**src/rtl/fsp_consts.svh**
```systemverilog
// constants of the frame pulse generator: register indices, field positions,
// reset values and clock rates
// assumes inclusion by bare name from the package and the top module
`ifndef FSP_CONSTS_SVH
`define FSP_CONSTS_SVH

// ************************************************
// register indices (byte address is four times the index)
// ************************************************
`define FSP_IDX_CONTROL 8'h18
`define FSP_IDX_HIGH_UPPER 8'h19
`define FSP_IDX_HIGH_LOWER 8'h1A
`define FSP_IDX_LOW_UPPER 8'h1B
`define FSP_IDX_LOW_LOWER 8'h1C
`define FSP_IDX_STATUS 8'h30

// ************************************************
// control register field positions
// ************************************************
`define FSP_CTL_SRC_MSB 7
`define FSP_CTL_SRC_LSB 4
`define FSP_CTL_ONE_SHOT 3
`define FSP_CTL_START_LEVEL 2
`define FSP_CTL_STYLE 1
`define FSP_CTL_RUN 0

// ************************************************
// reset values
// ************************************************
`define FSP_RST_CONTROL 8'h00
`define FSP_RST_COUNT 8'h00

// ************************************************
// clock rates
// ************************************************
`define FSP_SYS_CLK_HZ 125000000
`define FSP_REF_CLK_HZ 25000000
`define FSP_REF_DIV (`FSP_SYS_CLK_HZ / `FSP_REF_CLK_HZ)

`endif

```
**src/rtl/fsp_pkg.sv**
```systemverilog
// types shared by the frame pulse generator
// assumes the constants header is on the include path
`default_nettype none

package fsp_pkg;
   `include "fsp_consts.svh"

   // ************************************************
   // generator phase states
   // ************************************************
   typedef enum logic [1:0] {
      FSP_IDLE = 2'b00,
      FSP_HIGH = 2'b01,
      FSP_LOW = 2'b10
   } fsp_state_t;

   // ************************************************
   // stored control fields
   // ************************************************
   typedef struct packed {
      logic [3:0] source_select;
      logic start_level;
      logic timing_style;
      logic run_enable;
   } fsp_ctrl_t;
endpackage

`default_nettype wire

```
**src/rtl/fsp_top.sv**
```systemverilog
// frame pulse generator with a classic wishbone register slave
// assumes back-channel frame clocks and general pins are synchronous to clk_i
//
// Register access over Wishbone was decided locally.
`default_nettype none

`include "fsp_consts.svh"

// Overview of operation
// RULE1 - codes 0000/0001 tick from port frame clocks
// RULE2 - codes 01xx tick from 25 MHz reference
// RULE3 - codes 1000-1110 pass general pin 0-6
// RULE4 - writing one-shot bit gives exactly one pulse
// RULE5 - one-shot bit clears itself, reads zero
// RULE6 - software waits pulse length before next request
// RULE7 - software keeps run enable low for one-shot
// RULE8 - generated signal starts at start level bit
// RULE9 - style 0 uses separate high, low counts
// RULE10 - style 1 uses one 24-bit count both phases
// RULE11 - high phase lasts count plus one tick
// RULE12 - low phase lasts count plus one tick
// RULE13 - high count from upper 0x19, lower 0x1A
// RULE14 - low count from upper 0x1B, lower 0x1C
// RULE15 - run enable alternates phases from start level
// RULE16 - idle generator holds start level
module fsp_top
   import fsp_pkg::*;
(
   input wire logic clk_i,
   input wire logic rst_i,
   input wire logic wb_cyc_i,
   input wire logic wb_stb_i,
   input wire logic wb_we_i,
   input wire logic [7:0] wb_adr_i,
   input wire logic [3:0] wb_sel_i,
   input wire logic [31:0] wb_dat_i,
   output logic [31:0] wb_dat_o,
   output logic wb_ack_o,
   input wire logic bc_frame_clk0_i,
   input wire logic bc_frame_clk1_i,
   input wire logic [6:0] gpio_i,
   output logic frame_pulse_o
);

   // ************************************************
   // functions
   // ************************************************

   // length of a phase minus one, in ticks
   function automatic logic [23:0] phase_len(input logic style, input logic is_high,
                                             input logic [15:0] hi, input logic [15:0] lo);
      logic [23:0] r;
      r = 24'h000000;
      if (style) begin
         r = {hi[7:0], lo}; // RULE10
      end else if (is_high) begin
         r = {8'h00, hi}; // RULE9
      end else begin
         r = {8'h00, lo}; // RULE9
      end
      return r;
   endfunction

   // word index of a byte address, or an unmapped marker
   function automatic logic [7:0] word_index(input logic [7:0] adr);
      logic [7:0] r;
      r = {2'b00, adr[7:2]};
      if (adr[1:0] != 2'b00) begin
         r = 8'hFF;
      end
      return r;
   endfunction

   // ************************************************
   // declarations
   // ************************************************
   fsp_ctrl_t ctrl_q;
   logic [7:0] high_upper_q;
   logic [7:0] high_lower_q;
   logic [7:0] low_upper_q;
   logic [7:0] low_lower_q;
   logic ack_q;
   logic [31:0] rdata_q;
   logic bc0_q;
   logic bc1_q;
   logic [2:0] ref_div_q;
   logic ref_tick_q;
   logic tick;
   fsp_state_t state_q;
   logic [23:0] count_q;
   logic one_shot_q;
   logic pulse_q;
   logic [15:0] high_phase_count;
   logic [15:0] low_phase_count;
   logic bus_req;
   logic bus_wr;
   logic [7:0] bus_idx;
   logic one_shot_request;
   logic [23:0] cur_len;
   logic gen_level;
   logic wr_ctrl;
   logic wr_high_upper;
   logic wr_high_lower;
   logic wr_low_upper;
   logic wr_low_lower;

   // ************************************************
   // bus decode
   // ************************************************

   // new request taken only when no ack is outstanding
   assign bus_req = wb_cyc_i & wb_stb_i & ~ack_q;
   assign bus_wr = wb_cyc_i & wb_stb_i & ack_q & wb_we_i & wb_sel_i[0]; // lands at the edge the master sees ack
   assign bus_idx = word_index(wb_adr_i);
   assign one_shot_request = wr_ctrl & wb_dat_i[`FSP_CTL_ONE_SHOT];

   // one write strobe per writable register; status and unmapped words write nothing
   always_comb begin
      wr_ctrl = 1'b0;
      wr_high_upper = 1'b0;
      wr_high_lower = 1'b0;
      wr_low_upper = 1'b0;
      wr_low_lower = 1'b0;
      if (bus_wr) begin
         unique case (bus_idx)
            `FSP_IDX_CONTROL: wr_ctrl = 1'b1;
            `FSP_IDX_HIGH_UPPER: wr_high_upper = 1'b1;
            `FSP_IDX_HIGH_LOWER: wr_high_lower = 1'b1;
            `FSP_IDX_LOW_UPPER: wr_low_upper = 1'b1;
            `FSP_IDX_LOW_LOWER: wr_low_lower = 1'b1;
            default: begin
               wr_ctrl = 1'b0;
            end
         endcase
      end
   end

   // joined phase counts
   assign high_phase_count = {high_upper_q, high_lower_q}; // RULE13
   assign low_phase_count = {low_upper_q, low_lower_q}; // RULE14

   // ************************************************
   // register file
   // ************************************************

   // control register; the one-shot bit is not stored
   always_ff @(posedge clk_i) begin
      if (rst_i) begin
         ctrl_q <= fsp_ctrl_t'(7'h00);
      end else if (wr_ctrl) begin
         ctrl_q.source_select <= wb_dat_i[`FSP_CTL_SRC_MSB:`FSP_CTL_SRC_LSB];
         ctrl_q.start_level <= wb_dat_i[`FSP_CTL_START_LEVEL];
         ctrl_q.timing_style <= wb_dat_i[`FSP_CTL_STYLE];
         ctrl_q.run_enable <= wb_dat_i[`FSP_CTL_RUN];
      end
   end

   // count registers
   always_ff @(posedge clk_i) begin
      if (rst_i) begin
         high_upper_q <= `FSP_RST_COUNT;
         high_lower_q <= `FSP_RST_COUNT;
         low_upper_q <= `FSP_RST_COUNT;
         low_lower_q <= `FSP_RST_COUNT;
      end else begin
         if (wr_high_upper) begin
            high_upper_q <= wb_dat_i[7:0];
         end
         if (wr_high_lower) begin
            high_lower_q <= wb_dat_i[7:0];
         end
         if (wr_low_upper) begin
            low_upper_q <= wb_dat_i[7:0];
         end
         if (wr_low_lower) begin
            low_lower_q <= wb_dat_i[7:0];
         end
      end
   end

   // acknowledge: one cycle after the request, dropped the cycle after
   always_ff @(posedge clk_i) begin
      if (rst_i) begin
         ack_q <= 1'b0;
      end else begin
         ack_q <= bus_req;
      end
   end

   // read data; unmapped words read zero
   always_ff @(posedge clk_i) begin
      if (rst_i) begin
         rdata_q <= 32'h00000000;
      end else if (bus_req) begin
         unique case (bus_idx)
            `FSP_IDX_CONTROL: begin
               rdata_q <= {24'h000000, ctrl_q.source_select, 1'b0, ctrl_q.start_level,
                           ctrl_q.timing_style, ctrl_q.run_enable}; // RULE5
            end
            `FSP_IDX_HIGH_UPPER: begin
               rdata_q <= {24'h000000, high_upper_q};
            end
            `FSP_IDX_HIGH_LOWER: begin
               rdata_q <= {24'h000000, high_lower_q};
            end
            `FSP_IDX_LOW_UPPER: begin
               rdata_q <= {24'h000000, low_upper_q};
            end
            `FSP_IDX_LOW_LOWER: begin
               rdata_q <= {24'h000000, low_lower_q};
            end
            `FSP_IDX_STATUS: begin
               rdata_q <= {28'h0000000, state_q, one_shot_q, pulse_q};
            end
            default: begin
               rdata_q <= 32'h00000000;
            end
         endcase
      end
   end

   // ************************************************
   // tick sources
   // ************************************************

   // previous levels of the back-channel frame clocks
   always_ff @(posedge clk_i) begin
      if (rst_i) begin
         bc0_q <= 1'b0;
         bc1_q <= 1'b0;
      end else begin
         bc0_q <= bc_frame_clk0_i;
         bc1_q <= bc_frame_clk1_i;
      end
   end

   // 25 MHz reference enable from the system clock
   always_ff @(posedge clk_i) begin
      if (rst_i) begin
         ref_div_q <= 3'h0;
         ref_tick_q <= 1'b0;
      end else if (ref_div_q == 3'(`FSP_REF_DIV - 1)) begin
         ref_div_q <= 3'h0;
         ref_tick_q <= 1'b1;
      end else begin
         ref_div_q <= ref_div_q + 3'h1;
         ref_tick_q <= 1'b0;
      end
   end

   // tick select; reserved codes give no tick
   always_comb begin
      tick = 1'b0;
      if (ctrl_q.source_select == 4'h0) begin
         tick = bc_frame_clk0_i & ~bc0_q; // RULE1
      end else if (ctrl_q.source_select == 4'h1) begin
         tick = bc_frame_clk1_i & ~bc1_q; // RULE1
      end else if (ctrl_q.source_select[3:2] == 2'b01) begin
         tick = ref_tick_q; // RULE2
      end
   end

   // ************************************************
   // phase generator
   // ************************************************

   // length of the phase now running
   assign cur_len = phase_len(ctrl_q.timing_style, state_q == FSP_HIGH, high_phase_count, low_phase_count);

   // phase state, tick count and one-shot flag
   always_ff @(posedge clk_i) begin
      if (rst_i) begin
         state_q <= FSP_IDLE;
         count_q <= 24'h000000;
         one_shot_q <= 1'b0;
      end else begin
         unique case (state_q)
            FSP_IDLE: begin
               count_q <= 24'h000000;
               if (one_shot_request && !ctrl_q.run_enable) begin
                  // pulse is the phase opposite the start level
                  one_shot_q <= 1'b1; // RULE4
                  state_q <= ctrl_q.start_level ? FSP_LOW : FSP_HIGH; // RULE4
               end else if (ctrl_q.run_enable) begin
                  state_q <= ctrl_q.start_level ? FSP_HIGH : FSP_LOW; // RULE15
               end
            end
            FSP_HIGH, FSP_LOW: begin
               if (!one_shot_q && !ctrl_q.run_enable) begin
                  state_q <= FSP_IDLE; // RULE16
                  count_q <= 24'h000000;
               end else if (tick) begin
                  if (count_q >= cur_len) begin
                     // phase ends after count plus one ticks; a count lowered mid-phase cannot wrap
                     count_q <= 24'h000000; // RULE11 RULE12
                     if (one_shot_q) begin
                        one_shot_q <= 1'b0;
                        state_q <= FSP_IDLE;
                     end else begin
                        state_q <= (state_q == FSP_HIGH) ? FSP_LOW : FSP_HIGH; // RULE15
                     end
                  end else begin
                     count_q <= count_q + 24'h000001;
                  end
               end
            end
            default: begin
               state_q <= FSP_IDLE;
               count_q <= 24'h000000;
               one_shot_q <= 1'b0;
            end
         endcase
      end
   end

   // generated level; idle shows the start level
   always_comb begin
      gen_level = ctrl_q.start_level; // RULE8 RULE16
      if (state_q == FSP_HIGH) begin
         gen_level = 1'b1;
      end else if (state_q == FSP_LOW) begin
         gen_level = 1'b0;
      end
   end

   // output select: external pin, start level for code 1111, or generator
   always_ff @(posedge clk_i) begin
      if (rst_i) begin
         pulse_q <= 1'b0;
      end else if (ctrl_q.source_select[3]) begin
         if (ctrl_q.source_select[2:0] != 3'h7) begin
            pulse_q <= gpio_i[ctrl_q.source_select[2:0]]; // RULE3
         end else begin
            pulse_q <= ctrl_q.start_level;
         end
      end else begin
         pulse_q <= gen_level;
      end
   end

   // ************************************************
   // outputs
   // ************************************************
   assign wb_ack_o = ack_q;
   assign wb_dat_o = rdata_q;
   assign frame_pulse_o = pulse_q;

endmodule

`default_nettype wire

```
**config.mk**
```make
export PLATFORM = sky130hd
export DESIGN_NAME = fsp_top
export DESIGN_NICKNAME = d
export VERILOG_FILES = /design/src/rtl/fsp_pkg.sv /design/src/rtl/fsp_top.sv
export VERILOG_INCLUDE_DIRS = /design/src /design/src/rtl
export SDC_FILE = /design/constraint.sdc
export NUM_CORES = 1
export LEC_CHECK = 0
export BUFFER_PORTS_ARGS = -buffer_cell sky130_fd_sc_hd__buf_2
export CORE_MARGIN = 3
export CORE_UTILIZATION = 56
export CTS_BUF_LIST = sky130_fd_sc_hd__clkbuf_8 sky130_fd_sc_hd__clkbuf_16
export CTS_CLUSTER_SIZE = 12
export DETAILED_ROUTE_END_ITERATION = 8
export GPL_ROUTABILITY_DRIVEN = 0
export MAX_ROUTING_LAYER = met4
export PLACE_DENSITY = 0.89
export RECOVER_POWER = 100
export SYNTH_ARGS = -nofsm -noshare
export SYNTH_HDL_FRONTEND = slang
export SYNTH_SLANG_ARGS = --single-unit
```
**constraint.sdc**
```tcl
create_clock -name clk_i -period 3.35 [get_ports clk_i]
set_input_delay 0.1675 -clock clk_i [delete_from_list [all_inputs] [get_ports clk_i]]
set_output_delay 0.1675 -clock clk_i [all_outputs]
set_load 0.02 [all_outputs]
```
==> impl_metrics.toml <==
[run_status]
status = "complete, but fails checks"
violations = "capacitance limit, slew limit"

[clock_tree]
cts_tree = "built"
clkLatencyLatePin_ns = 0.37
ctsLongestPathBuffers = 2
cts-hold-fix-buffers = 0
cts_resized = 0
cts.sinks = 82
cts_setup_buffers = 0
clock-root-buffer = "clkbuf_8"
htreeDepth = 3
cts_buffers = 9
clkSlewWorstSetupHoldPaths_ns = 0.09

[layout]
layout_common_cells = "dfxtp_1 (82), nor2_1 (60), mux2i_1 (58)"
nNetsFinal = 679
drive_above_1_share_pct = 11.95
insertedDiodeCount = 0
final_common_cell = "dfxtp_1"
nFillCells = 670
area_growth_pct = 7.647

[worst_hold_path]
hold_path.class = "input pin to flip-flop"
holdCritStartpoint = "bc_frame_clk1_i"

[synthesis]
ys_seq_area_share_pct = 33.67
synth_area_per_cell_um2 = 8.785
async_flop_share_pct = 0
ys_types = 61
synth_area_mm2 = 0.004876
synth_flop_cell = "dfxtp_1"
synth_enable_flop_cells = 0
ys_ff_latch = 82
synth_warnings = 0
syn_inst = 555

[timing]
fin_setup_tns_ns = 0
hold_ws_ns = 0.04816
hold_viol = 0
clock_skew_ns = 0.01699
min_period_ns = 3.157
worst_slew_pin_slew_ns = 2.572
final-setup-viol-count = 0
max_freq_ghz = 0.3168
rsz0062_at_grt = "no"
drv_slew = 69
fin_crit_sh_pct = 94.24
relSlewSlack_pct = -71.45

[setup_path]
critPathKind = "flip-flop to flip-flop"
critPathCapture = "count_q[14]"
max_stage_delay_ns = 0.40
crit_family = "compound AO/OA/AOI/OAI gates"
reg2reg_from = "state_q[1]"
r2r_cells = 12
crit_buf_inv = 2
end_kind = "flip-flop"
cpMaxStageDelayCell = "dfxtp_1"
cp.depth = 12
r2r_slack_ns = 0.19
crit_path_start_kind = "flip-flop"
cp_cell_sequence = "inv_1 > ha_1 > nand2b_1 > mux2_2 > ha_1 > nand2b_1 > a211o_1 > o2111ai_1 > a311o_1 > a21oi_1 > buf_4 > nor3_1"
cp_max_fo = 18
crit_start = "state_q[1]"
worst-endpoint-required_ns = 3.58
crit_arrival_ns = 3.39
r2r-end = "count_q[14]"

[detailed_routing]
post_drt_wl_per_cell_um = 17.91
avgViaCountPerCell = 6.230
first_pass_iters = 5
vias = 4355
routed_wl_um = 12520
drc_errors = 0
drtIter0Drc = 343
ant_nets = 0

[pwr]
power_density_mw_per_mm2 = 404.8
ir_drop_mv = 0.2107
p_leak_nw = 2.006

[global_route]
first_global_vias = 4317
grt_pass1_wl_um = 20300
grt_antenna_before_repair = 0
grt.overflow.total = 0
grt_max_degree = 60
grt.total_usage_pct = 26.25

[floorplanning]
dieArea_mm2 = 0.009862
die_w_um = 99.31
io_pins = 92
core_mm2 = 0.008341
rows = 33
start_util_pct = 58.46
chipHeight_um = 99.31

[job]
drv_cap = 2

[placement]
port_buffers = 40
place_hpwl_um = 9189
-- how the worst min path moves through the flow --
stage	end	cells past startpoint	slack, ns
2_1_floorplan	bc0_q	1	0.30
3_3_place_gp	bc0_q	2	0.39
3_5_place_dp	bc1_q	2	0.40
4_1_cts	bc1_q	2	0.03
5_1_grt	bc1_q	2	0.04
6_report	bc1_q	2	0.05
-- power by group --
group	switching, mW	total [mW]	internal [mW]
clock network	0.397	0.772	0.374
registers	0.0198	1.01	0.995
logic	0.211	0.339	0.127
total	0.629	2.12	1.50
-- routing by layer --
| layer | part of all wire [%] | GRT usage [%] |
|---|---|---|
| met4 | 3.9 | 14.39 |
| met3 | 8.1 | 4.418 |
| met5 | 0 | - |
| met1 | 41 | 32.85 |
| met2 | 47 | 40.39 |
-- sequential cells by signal, summed over array words and instances, names as in the netlist, 3 cells and up --
name / flops
count_q: 24
high_lower_q: 8
high_upper_q: 8
low_lower_q: 8
low_upper_q: 8
wb_dat_o: 8
ctrl_q: 7
ref_div_q: 3
-- logic make-up after synthesis --
| family | count (synthesis) | synth area share, % |
|---|---|---|
| adders and majority gates | 32 | 8.211 |
| muxes | 61 | 13.06 |
| and+or+nand+nor | 224 | 23.97 |
| xor gates and xnor gates | 16 | 2.874 |
| other | 1 | 0.07691 |
| buffers and inverters | 60 | 6.620 |
| DFF | 82 | 33.67 |
| AOI/OAI and AO/OA | 79 | 11.52 |
-- worst register-to-register path, cell delays in order (launching register included) --
cell	delay, ns
dfxtp_1	0.40
inv_1	0.12
ha_1	0.21
nand2b_1	0.33
mux2_2	0.39
ha_1	0.27
nand2b_1	0.11
a211o_1	0.12
o2111ai_1	0.11
a311o_1	0.35
a21oi_1	0.25
buf_4	0.29
nor3_1	0.09
-- cell usage after synthesis, types with 3 or more instances --
master | n | area, um2
a211oi_1 | 8 | 60.06
a21oi_1 | 19 | 95.09
a22o_1 | 6 | 52.55
a22oi_1 | 9 | 67.56
and2_1 | 4 | 25.02
and3_1 | 13 | 81.33
buf_2 | 3 | 15.01
buf_4 | 25 | 187.7
clkbuf_1 | 20 | 75.07
dfxtp_1 | 82 | 1642
ha_1 | 32 | 400.4
inv_1 | 11 | 41.29
mux2i_1 | 58 | 580.6
nand2_1 | 47 | 176.4
nand2b_1 | 3 | 18.77
nand3_1 | 24 | 120.1
nand4_1 | 10 | 62.56
nor2_1 | 60 | 225.2
nor2b_1 | 6 | 37.54
nor3_1 | 27 | 135.1
nor4_1 | 4 | 25.02
o211ai_1 | 9 | 67.56
o21ai_0 | 9 | 45.04
xnor2_1 | 3 | 26.28
xor2_1 | 13 | 113.9
-- per-stage QoR --
step / instances / util (%) / instance area (um2) / worst slack (ns) / total power, mW
6_report: 699 / 62.93 / 5249 / 0.1930 / 2.125
5_1_grt: 699 / 62.93 / 5249 / 0.07290 / 2.194
4_1_cts: 699 / 63.41 / 5289 / 0.2485 / 2.124
3_5_place_dp: 683 / 60.91 / 5080 / 0.2881 / 1.370
3_3_place_gp: 683 / 60.91 / 5080 / 0.4029 / 1.357
2_1_floorplan: 578 / - / 4962 / 0.2621 / 1.295
-- cell type report --
class	count	area, um2	share of cell area [%]
Inverter	11	41.29	0.7867
Timing Repair Buffer	49	247.7	4.720
Clock inverter	6	71.32	1.359
Tap cell	105	131.4	2.503
Clock buffer	10	137.6	2.622
Sequential cell	82	1642	31.28
Multi-Input combinational cell	436	2978	56.73
No activity file was read; power rests on OpenSTA's default activity.
